## src/adcrt_pkg.sv

```systemverilog
/*
 * Shared constants and types of the converter result and sample timing block.
 * Assumes a 100 MHz system clock and an AXI4-Lite register bus with 32-bit data.
 */
`default_nettype none
package adcrt_pkg;
    localparam int          ADDR_W         = 16;
    localparam int          DATA_W         = 32;
    // Register indices; byte address is index times four
    localparam logic [11:0] IDX_CTRL       = 12'hf70;
    localparam logic [11:0] IDX_RES_HI     = 12'hf72;
    localparam logic [11:0] IDX_RES_LO     = 12'hf73;
    localparam logic [11:0] IDX_SETTLE     = 12'hf74;
    localparam logic [11:0] IDX_SAMPLE     = 12'hf75;
    localparam logic [11:0] IDX_IRQ_STAT   = 12'hf76;
    localparam logic [11:0] IDX_IRQ_MASK   = 12'hf77;
    localparam int          CTRL_START_BIT = 7;
    localparam int          CTRL_EN_BIT    = 4;
    localparam int          IRQ_DONE_BIT   = 0;
    localparam int          RES_W          = 10;
    localparam int          SETTLE_W       = 4;
    localparam int          SAMPLE_W       = 6;
    localparam logic [3:0]  SETTLE_RST     = 4'hf;
    localparam logic [5:0]  SAMPLE_RST     = 6'h3f;
    localparam int          CONV_DIV       = 16;
    localparam int          CONV_CYCLES    = 13;
    localparam int          CONV_LEN_CYC   = CONV_CYCLES * CONV_DIV;
    // Guidance for software only: minimum phase lengths at this clock
    localparam int          CLK_PERIOD_NS  = 10;
    localparam int          MIN_SAMPLE_NS  = 1000;
    localparam int          MIN_SETTLE_NS  = 500;
    localparam int          MIN_SAMPLE_CYC = (MIN_SAMPLE_NS + CLK_PERIOD_NS - 1) / CLK_PERIOD_NS;
    localparam int          MIN_SETTLE_CYC = (MIN_SETTLE_NS + CLK_PERIOD_NS - 1) / CLK_PERIOD_NS;
    localparam logic [1:0]  RESP_OKAY      = 2'b00;
    localparam logic [1:0]  RESP_SLVERR    = 2'b10;

    typedef enum logic [1:0] {S_IDLE, S_SAMPLE, S_SETTLE, S_CONV} adcrt_state_t;
endpackage
`default_nettype wire

```

## src/adcrt_clkdiv.sv

```systemverilog
/*
 * Converter clock divider: divides the system clock by a fixed ratio.
 * Assumes clr_i holds the divider at phase zero outside conversions.
 */
`timescale 1ns/1ps
`default_nettype none
module adcrt_clkdiv
    import adcrt_pkg::*;
(
    input  wire logic clk_i,
    input  wire logic rst_i,
    input  wire logic ce_i,
    input  wire logic clr_i,
    output logic      tick_o,
    output logic      clk_o
);
    logic [3:0] div_q;

    always_ff @(posedge clk_i or posedge rst_i) begin
        if (rst_i) begin
            div_q <= 4'h0;
        end else if (ce_i) begin
            div_q <= clr_i ? 4'h0 : div_q + 4'h1;
        end
    end

    // Tick marks the last system cycle of each converter clock period
    assign tick_o = ce_i && !clr_i && (div_q == 4'(CONV_DIV - 1));
    assign clk_o  = div_q[3];
endmodule
`default_nettype wire

```

## src/adcrt_sync.sv

```systemverilog
/*
 * Two-stage synchroniser for a bus of asynchronous inputs.
 * Assumes the bus is quasi-static when sampled by the reader.
 */
`timescale 1ns/1ps
`default_nettype none
module adcrt_sync #(
    parameter int W = 1
) (
    input  wire logic         clk_i,
    input  wire logic         rst_i,
    input  wire logic         ce_i,
    input  wire logic [W-1:0] d_i,
    output logic      [W-1:0] q_o
);
    logic [W-1:0] meta_q;

    always_ff @(posedge clk_i or posedge rst_i) begin
        if (rst_i) begin
            meta_q <= '0;
            q_o    <= '0;
        end else if (ce_i) begin
            meta_q <= d_i;
            q_o    <= meta_q;
        end
    end
endmodule
`default_nettype wire

```

## src/adcrt_top.sv

```systemverilog
/*
 * Converter control: AXI4-Lite registers, sample/settle/convert sequencing,
 * result capture and the completion interrupt.
 * Assumes the analog core presents its 10-bit result on CORE_RESULT_I,
 * stable by the end of the conversion phase.
 */
`timescale 1ns/1ps
`default_nettype none
// Overview of operation
// - High byte read-only; writes ignored
// - High byte read latches low bits
// - Low bits in [7:6], rest zero
// - Result registers undefined after reset
// - Result held until next conversion completes
// - Settle phase lasts settle field cycles, one cycle if the field is zero
// - Sample phase lasts sample field cycles, one cycle if the field is zero
// - Start bit launches; reads busy status
// - New start aborts and restarts sequence
// - Conversion lasts 13 clocks of div16
// - Completion raises interrupt; disable keeps it
module adcrt_top
    import adcrt_pkg::*;
(
    input  wire logic              CORE_CLK_I,
    input  wire logic              RST_I,
    input  wire logic              CE_I,
    input  wire logic [ADDR_W-1:0] S_AXI_AWADDR_I,
    input  wire logic              S_AXI_AWVALID_I,
    output logic                   S_AXI_AWREADY_O,
    input  wire logic [DATA_W-1:0] S_AXI_WDATA_I,
    input  wire logic [3:0]        S_AXI_WSTRB_I,
    input  wire logic              S_AXI_WVALID_I,
    output logic                   S_AXI_WREADY_O,
    output logic [1:0]             S_AXI_BRESP_O,
    output logic                   S_AXI_BVALID_O,
    input  wire logic              S_AXI_BREADY_I,
    input  wire logic [ADDR_W-1:0] S_AXI_ARADDR_I,
    input  wire logic              S_AXI_ARVALID_I,
    output logic                   S_AXI_ARREADY_O,
    output logic [DATA_W-1:0]      S_AXI_RDATA_O,
    output logic [1:0]             S_AXI_RRESP_O,
    output logic                   S_AXI_RVALID_O,
    input  wire logic              S_AXI_RREADY_I,
    input  wire logic [RES_W-1:0]  CORE_RESULT_I,
    output logic                   SAMPLE_O,
    output logic                   HOLD_O,
    output logic                   CONV_START_O,
    output logic                   CONV_CLK_O,
    output logic                   IRQ_O
);
    function automatic logic reg_hit(input logic [ADDR_W-1:0] a, input logic [11:0] idx);
        return a == {idx, 2'b00};
    endfunction

    // A zero count still gives a one-cycle phase
    function automatic logic [5:0] eff_len(input logic [5:0] n);
        return (n == 6'h00) ? 6'h01 : n;
    endfunction

    adcrt_state_t      state_q;
    adcrt_state_t      state_d;
    logic [5:0]        cnt_q;
    logic [5:0]        cnt_d;
    logic [3:0]        tcnt_q;
    logic [3:0]        settle_q;
    logic [5:0]        sample_q;
    logic [3:0]        settle_run_q;
    logic [5:0]        sample_run_q;
    logic              en_q;
    logic              stat_q;
    logic              mask_q;
    logic [7:0]        res_hi_q;
    logic [1:0]        res_lsb_q;
    logic [1:0]        lsb_out_q;
    logic              conv_start_q;
    logic [RES_W-1:0]  core_res;
    logic              tick;
    logic              done;
    logic              busy;

    logic              aw_full_q;
    logic [ADDR_W-1:0] aw_addr_q;
    logic              w_full_q;
    logic [7:0]        w_data_q;
    logic              w_lane0_q;
    logic              do_wr;
    logic              wr_ok;
    logic              wr_ctrl;
    logic              wr_hit;
    logic              start_req;
    logic              abort_req;
    logic              ar_hs;
    logic              rd_ok;
    logic [7:0]        rd_byte;

    adcrt_sync #(
        .W(RES_W)
    ) u_sync (
        .clk_i (CORE_CLK_I),
        .rst_i (RST_I),
        .ce_i  (CE_I),
        .d_i   (CORE_RESULT_I),
        .q_o   (core_res)
    );

    adcrt_clkdiv u_div (
        .clk_i  (CORE_CLK_I),
        .rst_i  (RST_I),
        .ce_i   (CE_I),
        .clr_i  (state_q != S_CONV),
        .tick_o (tick),
        .clk_o  (CONV_CLK_O)
    );

    // Write channel: address and data are taken independently, in either order
    assign S_AXI_AWREADY_O = CE_I && !aw_full_q;
    assign S_AXI_WREADY_O  = CE_I && !w_full_q;
    assign do_wr           = CE_I && aw_full_q && w_full_q && !S_AXI_BVALID_O;
    assign wr_ok           = do_wr && w_lane0_q;
    assign wr_ctrl         = wr_ok && reg_hit(aw_addr_q, IDX_CTRL);
    assign start_req       = wr_ctrl && w_data_q[CTRL_START_BIT] && w_data_q[CTRL_EN_BIT];
    assign abort_req       = wr_ctrl && !w_data_q[CTRL_EN_BIT];

    always_ff @(posedge CORE_CLK_I or posedge RST_I) begin
        if (RST_I) begin
            aw_full_q <= 1'b0;
            aw_addr_q <= '0;
        end else if (CE_I) begin
            if (S_AXI_AWVALID_I && S_AXI_AWREADY_O) begin
                aw_full_q <= 1'b1;
                aw_addr_q <= S_AXI_AWADDR_I;
            end else if (do_wr) begin
                aw_full_q <= 1'b0;
            end
        end
    end

    always_ff @(posedge CORE_CLK_I or posedge RST_I) begin
        if (RST_I) begin
            w_full_q  <= 1'b0;
            w_data_q  <= 8'h00;
            w_lane0_q <= 1'b0;
        end else if (CE_I) begin
            if (S_AXI_WVALID_I && S_AXI_WREADY_O) begin
                w_full_q  <= 1'b1;
                w_data_q  <= S_AXI_WDATA_I[7:0];
                w_lane0_q <= S_AXI_WSTRB_I[0];
            end else if (do_wr) begin
                w_full_q <= 1'b0;
            end
        end
    end

    always_comb begin
        case (1'b1)
            reg_hit(aw_addr_q, IDX_CTRL),
            reg_hit(aw_addr_q, IDX_RES_HI),
            reg_hit(aw_addr_q, IDX_RES_LO),
            reg_hit(aw_addr_q, IDX_SETTLE),
            reg_hit(aw_addr_q, IDX_SAMPLE),
            reg_hit(aw_addr_q, IDX_IRQ_STAT),
            reg_hit(aw_addr_q, IDX_IRQ_MASK): wr_hit = 1'b1;
            default:                          wr_hit = 1'b0;
        endcase
    end

    always_ff @(posedge CORE_CLK_I or posedge RST_I) begin
        if (RST_I) begin
            S_AXI_BVALID_O <= 1'b0;
            S_AXI_BRESP_O  <= RESP_OKAY;
        end else if (CE_I) begin
            if (do_wr) begin
                S_AXI_BVALID_O <= 1'b1;
                S_AXI_BRESP_O  <= wr_hit ? RESP_OKAY : RESP_SLVERR;
            end else if (S_AXI_BREADY_I) begin
                S_AXI_BVALID_O <= 1'b0;
            end
        end
    end

    // Writable configuration; result registers have no write path at all
    always_ff @(posedge CORE_CLK_I or posedge RST_I) begin
        if (RST_I) begin
            settle_q <= SETTLE_RST;
            sample_q <= SAMPLE_RST;
            en_q     <= 1'b0;
            mask_q   <= 1'b0;
        end else if (wr_ok) begin
            if (reg_hit(aw_addr_q, IDX_SETTLE)) begin
                settle_q <= w_data_q[SETTLE_W-1:0];
            end
            if (reg_hit(aw_addr_q, IDX_SAMPLE)) begin
                sample_q <= w_data_q[SAMPLE_W-1:0];
            end
            if (wr_ctrl) begin
                en_q <= w_data_q[CTRL_EN_BIT];
            end
            if (reg_hit(aw_addr_q, IDX_IRQ_MASK)) begin
                mask_q <= w_data_q[IRQ_DONE_BIT];
            end
        end
    end

    // Sequencer: sample, then settle, then thirteen converter clocks
    assign done = (state_q == S_CONV) && tick && (tcnt_q == 4'(CONV_CYCLES - 1));
    assign busy = (state_q != S_IDLE);

    always_comb begin
        state_d = state_q;
        cnt_d   = cnt_q;
        case (state_q)
            S_IDLE: begin
                state_d = S_IDLE;
            end
            S_SAMPLE: begin
                cnt_d = cnt_q - 6'h01;
                if (cnt_q == 6'h00) begin
                    state_d = S_SETTLE;
                    cnt_d   = eff_len({2'b00, settle_run_q}) - 6'h01;
                end
            end
            S_SETTLE: begin
                cnt_d = cnt_q - 6'h01;
                if (cnt_q == 6'h00) begin
                    state_d = S_CONV;
                    cnt_d   = 6'h00;
                end
            end
            S_CONV: begin
                if (done) begin
                    state_d = S_IDLE;
                end
            end
            default: begin
                state_d = S_IDLE;
                cnt_d   = 6'h00;
            end
        endcase
        if (start_req) begin
            state_d = S_SAMPLE;
            cnt_d   = eff_len(sample_q) - 6'h01;
        end else if (abort_req) begin
            state_d = S_IDLE;
            cnt_d   = 6'h00;
        end
    end

    always_ff @(posedge CORE_CLK_I or posedge RST_I) begin
        if (RST_I) begin
            state_q      <= S_IDLE;
            cnt_q        <= 6'h00;
            settle_run_q <= SETTLE_RST;
            sample_run_q <= SAMPLE_RST;
            conv_start_q <= 1'b0;
        end else if (CE_I) begin
            state_q      <= state_d;
            cnt_q        <= cnt_d;
            conv_start_q <= (state_q == S_SETTLE) && (state_d == S_CONV);
            // Counts are frozen per run so a mid-run write cannot warp a phase
            if (start_req) begin
                settle_run_q <= settle_q;
                sample_run_q <= sample_q;
            end
        end
    end

    always_ff @(posedge CORE_CLK_I or posedge RST_I) begin
        if (RST_I) begin
            tcnt_q <= 4'h0;
        end else if (CE_I) begin
            if (state_q != S_CONV) begin
                tcnt_q <= 4'h0;
            end else if (tick) begin
                tcnt_q <= tcnt_q + 4'h1;
            end
        end
    end

    assign SAMPLE_O     = (state_q == S_SAMPLE);
    assign HOLD_O       = (state_q == S_SETTLE) || (state_q == S_CONV);
    assign CONV_START_O = conv_start_q;

    // Result storage has no reset; contents are meaningless until a conversion
    always_ff @(posedge CORE_CLK_I) begin
        if (CE_I && done) begin
            res_hi_q  <= core_res[RES_W-1:2];
            res_lsb_q <= core_res[1:0];
        end
        if (ar_hs && reg_hit(S_AXI_ARADDR_I, IDX_RES_HI)) begin
            lsb_out_q <= res_lsb_q;
        end
    end

    // Completion is sticky; a disable does not clear it, and set beats clear
    always_ff @(posedge CORE_CLK_I or posedge RST_I) begin
        if (RST_I) begin
            stat_q <= 1'b0;
        end else if (CE_I) begin
            stat_q <= done || (stat_q && !(wr_ok && reg_hit(aw_addr_q, IDX_IRQ_STAT)
                      && w_data_q[IRQ_DONE_BIT]));
        end
    end

    assign IRQ_O = stat_q && mask_q;

    // Read channel
    assign S_AXI_ARREADY_O = CE_I && !S_AXI_RVALID_O;
    assign ar_hs           = S_AXI_ARVALID_I && S_AXI_ARREADY_O;

    always_comb begin
        rd_ok   = 1'b1;
        rd_byte = 8'h00;
        case (1'b1)
            reg_hit(S_AXI_ARADDR_I, IDX_CTRL):     rd_byte = {busy, 2'b00, en_q, 4'h0};
            reg_hit(S_AXI_ARADDR_I, IDX_RES_HI):   rd_byte = res_hi_q;
            reg_hit(S_AXI_ARADDR_I, IDX_RES_LO):   rd_byte = {lsb_out_q, 6'h00};
            reg_hit(S_AXI_ARADDR_I, IDX_SETTLE):   rd_byte = {4'h0, settle_q};
            reg_hit(S_AXI_ARADDR_I, IDX_SAMPLE):   rd_byte = {2'b00, sample_q};
            reg_hit(S_AXI_ARADDR_I, IDX_IRQ_STAT): rd_byte = {7'h00, stat_q};
            reg_hit(S_AXI_ARADDR_I, IDX_IRQ_MASK): rd_byte = {7'h00, mask_q};
            default:                               rd_ok   = 1'b0;
        endcase
    end

    always_ff @(posedge CORE_CLK_I or posedge RST_I) begin
        if (RST_I) begin
            S_AXI_RVALID_O <= 1'b0;
            S_AXI_RDATA_O  <= '0;
            S_AXI_RRESP_O  <= RESP_OKAY;
        end else if (CE_I) begin
            if (ar_hs) begin
                S_AXI_RVALID_O <= 1'b1;
                S_AXI_RDATA_O  <= {24'h000000, rd_byte};
                S_AXI_RRESP_O  <= rd_ok ? RESP_OKAY : RESP_SLVERR;
            end else if (S_AXI_RREADY_I) begin
                S_AXI_RVALID_O <= 1'b0;
            end
        end
    end

    // Checking helpers: phase age, result validity, low-register read marker
    logic [7:0] age_q;
    logic       have_res_q;
    logic       rd_lo_q;

    always_ff @(posedge CORE_CLK_I or posedge RST_I) begin
        if (RST_I) begin
            age_q      <= 8'h01;
            have_res_q <= 1'b0;
            rd_lo_q    <= 1'b0;
        end else if (CE_I) begin
            age_q      <= (state_d != state_q || start_req) ? 8'h01 : age_q + 8'h01;
            have_res_q <= have_res_q || done;
            if (ar_hs) begin
                rd_lo_q <= reg_hit(S_AXI_ARADDR_I, IDX_RES_LO);
            end
        end
    end
endmodule
`default_nettype wire

```

## config.mk

```make
export PLATFORM = sky130hd
export DESIGN_NAME = adcrt_top
export DESIGN_NICKNAME = d
export VERILOG_FILES = /design/src/adcrt_pkg.sv /design/src/adcrt_clkdiv.sv /design/src/adcrt_sync.sv /design/src/adcrt_top.sv
export SDC_FILE = /design/constraint.sdc
export NUM_CORES = 1
export LEC_CHECK = 0
export BUFFER_PORTS_ARGS = -buffer_cell sky130_fd_sc_hd__buf_2
export CAP_MARGIN = 5
export CORE_ASPECT_RATIO = 0.6
export CORE_MARGIN = 10
export CORE_UTILIZATION = 55
export DETAILED_ROUTE_END_ITERATION = 7
export PLACE_DENSITY = 0.94
export SLEW_MARGIN = 40
export SYNTH_ARGS = -nofsm -noshare
export SYNTH_HDL_FRONTEND = slang
export SYNTH_SLANG_ARGS = --single-unit
```

## constraint.sdc

```tcl
create_clock -name CORE_CLK_I -period 3.8 [get_ports CORE_CLK_I]
set_input_delay 0 -clock CORE_CLK_I [delete_from_list [all_inputs] [get_ports CORE_CLK_I]]
set_output_delay 0 -clock CORE_CLK_I [all_outputs]
set_load 0.05 [all_outputs]
```

== After elaboration in Yosys (flattened, before gate mapping) ==
Index checks and enable logic that the tools add are counted.

* Shift operators: 0
* Reductions and logical operators: 61
* Bitwise operators: 0
* Divide/modulo/power cells: 0
* Magnitude comparators: 0
* Equality and inequality tests: 21
* Add/sub/neg operators: 5
* Muxes and demuxes: 40
* $mul: 0

{| class="wikitable"
|+ Operators by type and width
! kind !! count
|-
| equality test 16 x 14 -> 1 bit (second input constant) || 14
|-
| two-way mux 6 bit || 7
|-
| AND reduction 2 bit || 15
|-
| logical AND 1 bit || 25
|-
| two-way mux 8 bit || 3
|-
| two-way mux 1 bit || 17
|-
| two-way mux 4 bit || 4
|-
| two-way mux 2 bit || 7
|-
| zero test 6 bit || 2
|-
| case mux 6 bit (2 select lines) || 1
|-
| nonzero test 2 bit || 6
|-
| subtractor 6 x 1 -> 6 bit (second input constant) || 2
|-
| adder 4 x 1 -> 4 bit (second input constant) || 2
|-
| equality test 4 bit (second input constant) || 2
|-
| case mux 2 bit (4 select lines) || 1
|-
| zero test 1 bit || 7
|-
| OR reduction 7 bit || 1
|-
| equality test 2 bit (second input constant) || 3
|-
| subtractor 4 x 1 -> 5 bit (second input constant) || 1
|-
| zero test 4 bit || 1
|-
| nonzero test 4 bit || 1
|-
| equality test 2 x 1 -> 1 bit (second input constant) || 1
|-
| zero test 2 bit || 1
|-
| logical OR 1 bit || 2
|-
| inequality test 2 bit (second input constant) || 1
|}

* Latch bits: 0
* Logic and storage cells: 153
* Bits in read-only memories: 0
* Register bits after elaboration: 107
* Input bits: 86
* Memory bits (writable): 0
* Memories: 0

== Depth between registers and ports, before layout ==
* Depth after elaboration: 12
* Depth in mapped cells: 8

== Hierarchy ==
A second synthesis with hierarchy kept.

* Cells, all modules: 421
* Area total of the unflattened synthesis: 5119.9 um^2

{| class="wikitable"
|+ Modules (own cells, without submodules)
! module !! area an instance (um^2) !! instances !! cells each
|-
| adcrt_top || 4080.2 || 1 || 356
|-
| adcrt_sync || 827.0 || 1 || 43
|-
| adcrt_clkdiv || 212.7 || 1 || 22
|}

== Worst setup path after synthesis ==
No wires, ideal clock.

* Path type: flip-flop to flip-flop
* Start: reg aw_full_q
* End: reg aw_addr_q[0]
* Cell stages (with the launch flop): 5
* Slack: 1.596 ns
* Path buffers: 1
* Arrival time: 2.079 ns
* Period minus slack after synthesis: 2.204 ns
* Library setup time: 0.125 ns
* Cell sequence: dfrtp_1 -> nor2b_1 -> nand2_1 -> clkbuf_1 -> mux2_2

* Longest elaborated chain between the ends: 4

{| class="wikitable"
|+ Ends and longest elaborated chain
! item !! RTL line !! RTL
|-
| start: declaration || adcrt_top.sv:81 || <nowiki>logic aw_full_q;</nowiki>
|-
| start signal: assignment || adcrt_top.sv:126 || <nowiki>aw_full_q <= 1'b0;</nowiki>
|-
| start signal: assignment || adcrt_top.sv:130 || <nowiki>aw_full_q <= 1'b1;</nowiki>
|-
| start signal: assignment || adcrt_top.sv:133 || <nowiki>aw_full_q <= 1'b0;</nowiki>
|-
| zero test 1 bit || adcrt_top.sv:116 || <nowiki>assign S_AXI_AWREADY_O = CE_I && !aw_full_q;</nowiki>
|-
| logical AND 1 bit || adcrt_top.sv:116 ||
|-
| via S_AXI_AWREADY_O || adcrt_top.sv:29 || <nowiki>output logic S_AXI_AWREADY_O,</nowiki>
|-
| logical AND 1 bit || adcrt_top.sv:129 || <nowiki>if (S_AXI_AWVALID_I && S_AXI_AWREADY_O) begin</nowiki>
|-
| AND reduction 2 bit (no line) || n/a ||
|-
| end signal: assignment || adcrt_top.sv:127 || <nowiki>aw_addr_q <= '0;</nowiki>
|-
| end signal: assignment || adcrt_top.sv:131 || <nowiki>aw_addr_q <= S_AXI_AWADDR_I;</nowiki>
|-
| end: declaration || adcrt_top.sv:82 || <nowiki>logic [ADDR_W-1:0] aw_addr_q;</nowiki>
|}

The timed path passes the listed nets, and every way through them passes these cells.
A chain may end at the register's enable or synchronous reset.

== Worst setup path in the final report ==
* Start: reg aw_addr_q[14]
* End: reg settle_run_q[1]

* Longest elaborated chain between the ends: 5

{| class="wikitable"
|+ Ends and longest elaborated chain
! item !! RTL line !! RTL
|-
| equality test 16 x 14 -> 1 bit || adcrt_top.sv:52 || <nowiki>return a == {idx, 2'b00};</nowiki>
|-
| logical AND 1 bit || adcrt_top.sv:120 || <nowiki>assign wr_ctrl = wr_ok && reg_hit(aw_addr_q, IDX_CTRL);</nowiki>
|-
| logical AND 1 bit (2 in a row) || adcrt_top.sv:121 || <nowiki>assign start_req = wr_ctrl && w_data_q[CTRL_START_BIT] && w_data_q[CTRL_EN_BIT];</nowiki>
|-
| AND reduction 2 bit (no line) || n/a ||
|-
| end signal: assignment || adcrt_top.sv:261 || <nowiki>settle_run_q <= settle_q;</nowiki>
|-
| end: declaration || adcrt_top.sv:67 || <nowiki>logic [3:0] settle_run_q;</nowiki>
|}

Every way passes these cells.

==> impl_metrics.json <==
{
  "status": "finished clean",
  "yosysTopAreaCell": "dfrtp_1",
  "place.gp.congestion": 0.836,
  "yosysMostFrequentCell": "dfrtp_1",
  "synth-async-reset-ratio": 0.885,
  "setup_tns_ns": 0,
  "finalSetupViolCount": 0,
  "hold_viol_final": 0,
  "reg2reg_from": "aw_addr_q[14]",
  "worst_setup_path_end_kind": "register",
  "total_power_mw": 3.24,
  "ys_top_cells_by_area": "dfrtp_1, mux2_2, dfstp_2",
  "synthesis.area_um2": 4970,
  "hold_path_class": "in -> reg",
  "grt_max_degree": 63,
  "io_buffers": 77,
  "rsz0062_at_grt": "false",
  "p_sw_frac": 0.342,
  "p_switching_mw": 1.11,
  "num-fill-cells": 573,
  "final_nets": 625,
  "timing.fmax_ghz": 0.388,
  "grt-ovfl-total": 0,
  "synth-main-ff-cell": "dfrtp_1",
  "synth_common_cells": "dfrtp_1, mux2_2, nand2_1",
  "worstSetupStartpoint": "aw_addr_q[14]",
  "ys_seq_area_frac": 0.540,
  "htreeDepth": 3,
  "crit_path_max_fanout": 5,
  "synth_warnings": 0,
  "slew_viol_final": 0,
  "syn_inst": 422,
  "routedWlPerCell_um": 19.3,
  "die_y_um": 93.6,
  "leakagePower_nw": 2.69,
  "multi_input_area_um2": 2060,
  "drive_gt1_frac": 0.335,
  "slew_headroom": 0.449,
  "power_frac_clock": 0.276,
  "placed_cell_area_um2": 5340,
  "finalCritPeriodShare": 0.679,
  "wirelength_mm": 12.6,
  "drc": 0,
  "ys_types": 58,
  "p_per_area_nw_per_um2": 538,
  "holdCritStartpoint": "S_AXI_ARADDR_I[4]",
  "antenna_found_initial": 0,
  "finClkSkew_ns": 0.0109,
  "final_util": 0.695,
  "cts_tree": "done",
  "drt_pass1_iterations": 5,
  "hpwlAfterDp_mm": 8.66,
  "num_rows": 26,
  "synth_seq_cells": 104,
  "syn_area_per_cell_um2": 11.8,
  "start_kind": "register",
  "arrival_ns": 2.86,
  "maxCapViolations": 0,
  "ctsResizeCount": 0,
  "synth_edf_count": 12,
  "seqCellArea_um2": 2680,
  "cts_root_buffer": "clkbuf_16",
  "via_per_inst": 5.73,
  "grt_pass1_wl_mm": 20.5,
  "period_minus_slack_ns": 2.58,
  "worst_pin_slew_ns": 0.821,
  "combPwrFrac": 0.243,
  "grt.total_usage": 0.193,
  "final_area_um2": 6010,
  "diodes": 0,
  "clk_pin_slew_ns": 0.07,
  "cts_made_buffers": 9,
  "die_w_um": 143,
  "yosys.area.top_type_share": 0.393,
  "max-vdd-ir-drop_mv": 0.495,
  "grt_pass1_vias": 3967,
  "post_cts_buffers": 0,
  "area_delta_synth_final_pct": 21.1,
  "postRouteAntennaNets": 0,
  "criticalPathCategory": "reg -> reg",
  "vias": 3727,
  "die_area_um2": 13400,
  "seqPwrFrac": 0.481,
  "worstPathRequired_ns": 4.08,
  "worstSkewPairLatency_ns": 0.35,
  "drt_iter0_drc": 446,
  "pin_count": 132,
  "clock_sinks": 104,
  "cts_hold_buf": 38,
  "initial_core_util": 0.574,
  "p_int_mw": 2.13,
  "core_area_um2": 8650,
  "clockBufferDepth": 2
}
-- registers in the layout (all words and copies together) (netlist names), 2 cells and up --
signal         flops
settle_run_q       4
state_q            2
res_hi_q           8
lsb_out_q          2
S_AXI_RDATA_O      8
cnt_q              6
sample_q           6
aw_addr_q         16
tcnt_q             4
u_sync.meta_q     10
u_sync.q_o        10
res_lsb_q          2
u_div.div_q        4
settle_q           4
w_data_q           7
-- power groups by stage --
stage | sequential (mW) | combinational [mW] | clock, mW
after floorplan | 1.52 | 0.590 | 0
after global placement | 1.54 | 0.713 | 0
after detailed placement | 1.56 | 0.738 | 0
after CTS | 1.54 | 0.772 | 0.899
after global routing | 1.59 | 0.854 | 0.951
final | 1.56 | 0.787 | 0.894
-- kinds of logic after synthesis --
group           synth area share
mux                        0.159
flops                      0.540
buf+inv                   0.0637
other cells             0.000755
fa+ha+maj                 0.0151
simple gates               0.139
compound gates            0.0741
xor+xnor                 0.00882
-- layer usage --
metal  vias to the layer above  GRT usage  share of wire
met5                         -          0              0
met4                         0     0.0581          0.020
met2                       156      0.326           0.50
met1                      1856      0.227           0.40
li1                       1688          -              -
met3                        27     0.0682          0.078
-- stage by stage --
step,cells,setup slack (ns),hold slack [ns]
4_1_cts,650,1.33,0.0787
6_report,650,1.22,0.0884
3_3_place_gp,596,1.54,0.232
2_1_floorplan,447,1.43,0.151
5_1_grt,650,1.20,0.0930
3_5_place_dp,596,1.35,0.0856
-- worst paths after layout --
check	to	depth (start not counted)	slack, ns
setup reg to reg	settle_run_q[1]	5	1.22
hold / removal	S_AXI_RDATA_O[0]	3	0.09
min in group asynchronous	w_data_q[0]	3	0.26
setup / recovery	settle_run_q[1]	5	1.22
hold reg to reg	lsb_out_q[1]	0	0.44
max in group asynchronous	settle_run_q[3]	4	2.71
-- critical path, cell delays in order, from the launching register on --
cell and delay, ns:
dfrtp_1 0.39, nor4_1 0.64, and4_1 0.30, nand2_1 0.06, nor3_1 0.69, mux2_2 0.42
-- cell type report --
cell class / instances / area share
Clock buffer: 9 / 0.0375
Clock inverter: 7 / 0.0108
Inverter: 14 / 0.00957
Multi-Input combinational cell: 287 / 0.343
Sequential cell: 104 / 0.446
Tap cell: 112 / 0.0233
Timing Repair Buffer: 117 / 0.130
-- cell usage in the layout (no fill, tap or decap), types with 5 or more instances in the layout --
master,instances
conb_1,26
edfxtp_1,12
nor2b_1,9
nor3_1,12
mux2_2,63
o31ai_1,7
nand2_1,38
inv_1,13
nand3_1,7
a31oi_1,7
ha_1,6
nor2_1,20
and2_1,5
clkbuf_16,9
mux2i_1,6
buf_2,77
nand4_1,5
a21oi_1,9
dfrtp_1,78
o21ai_0,9
dfstp_2,14
dlygate4sd3_1,38
No activity file was read; power rests on OpenSTA's default activity.
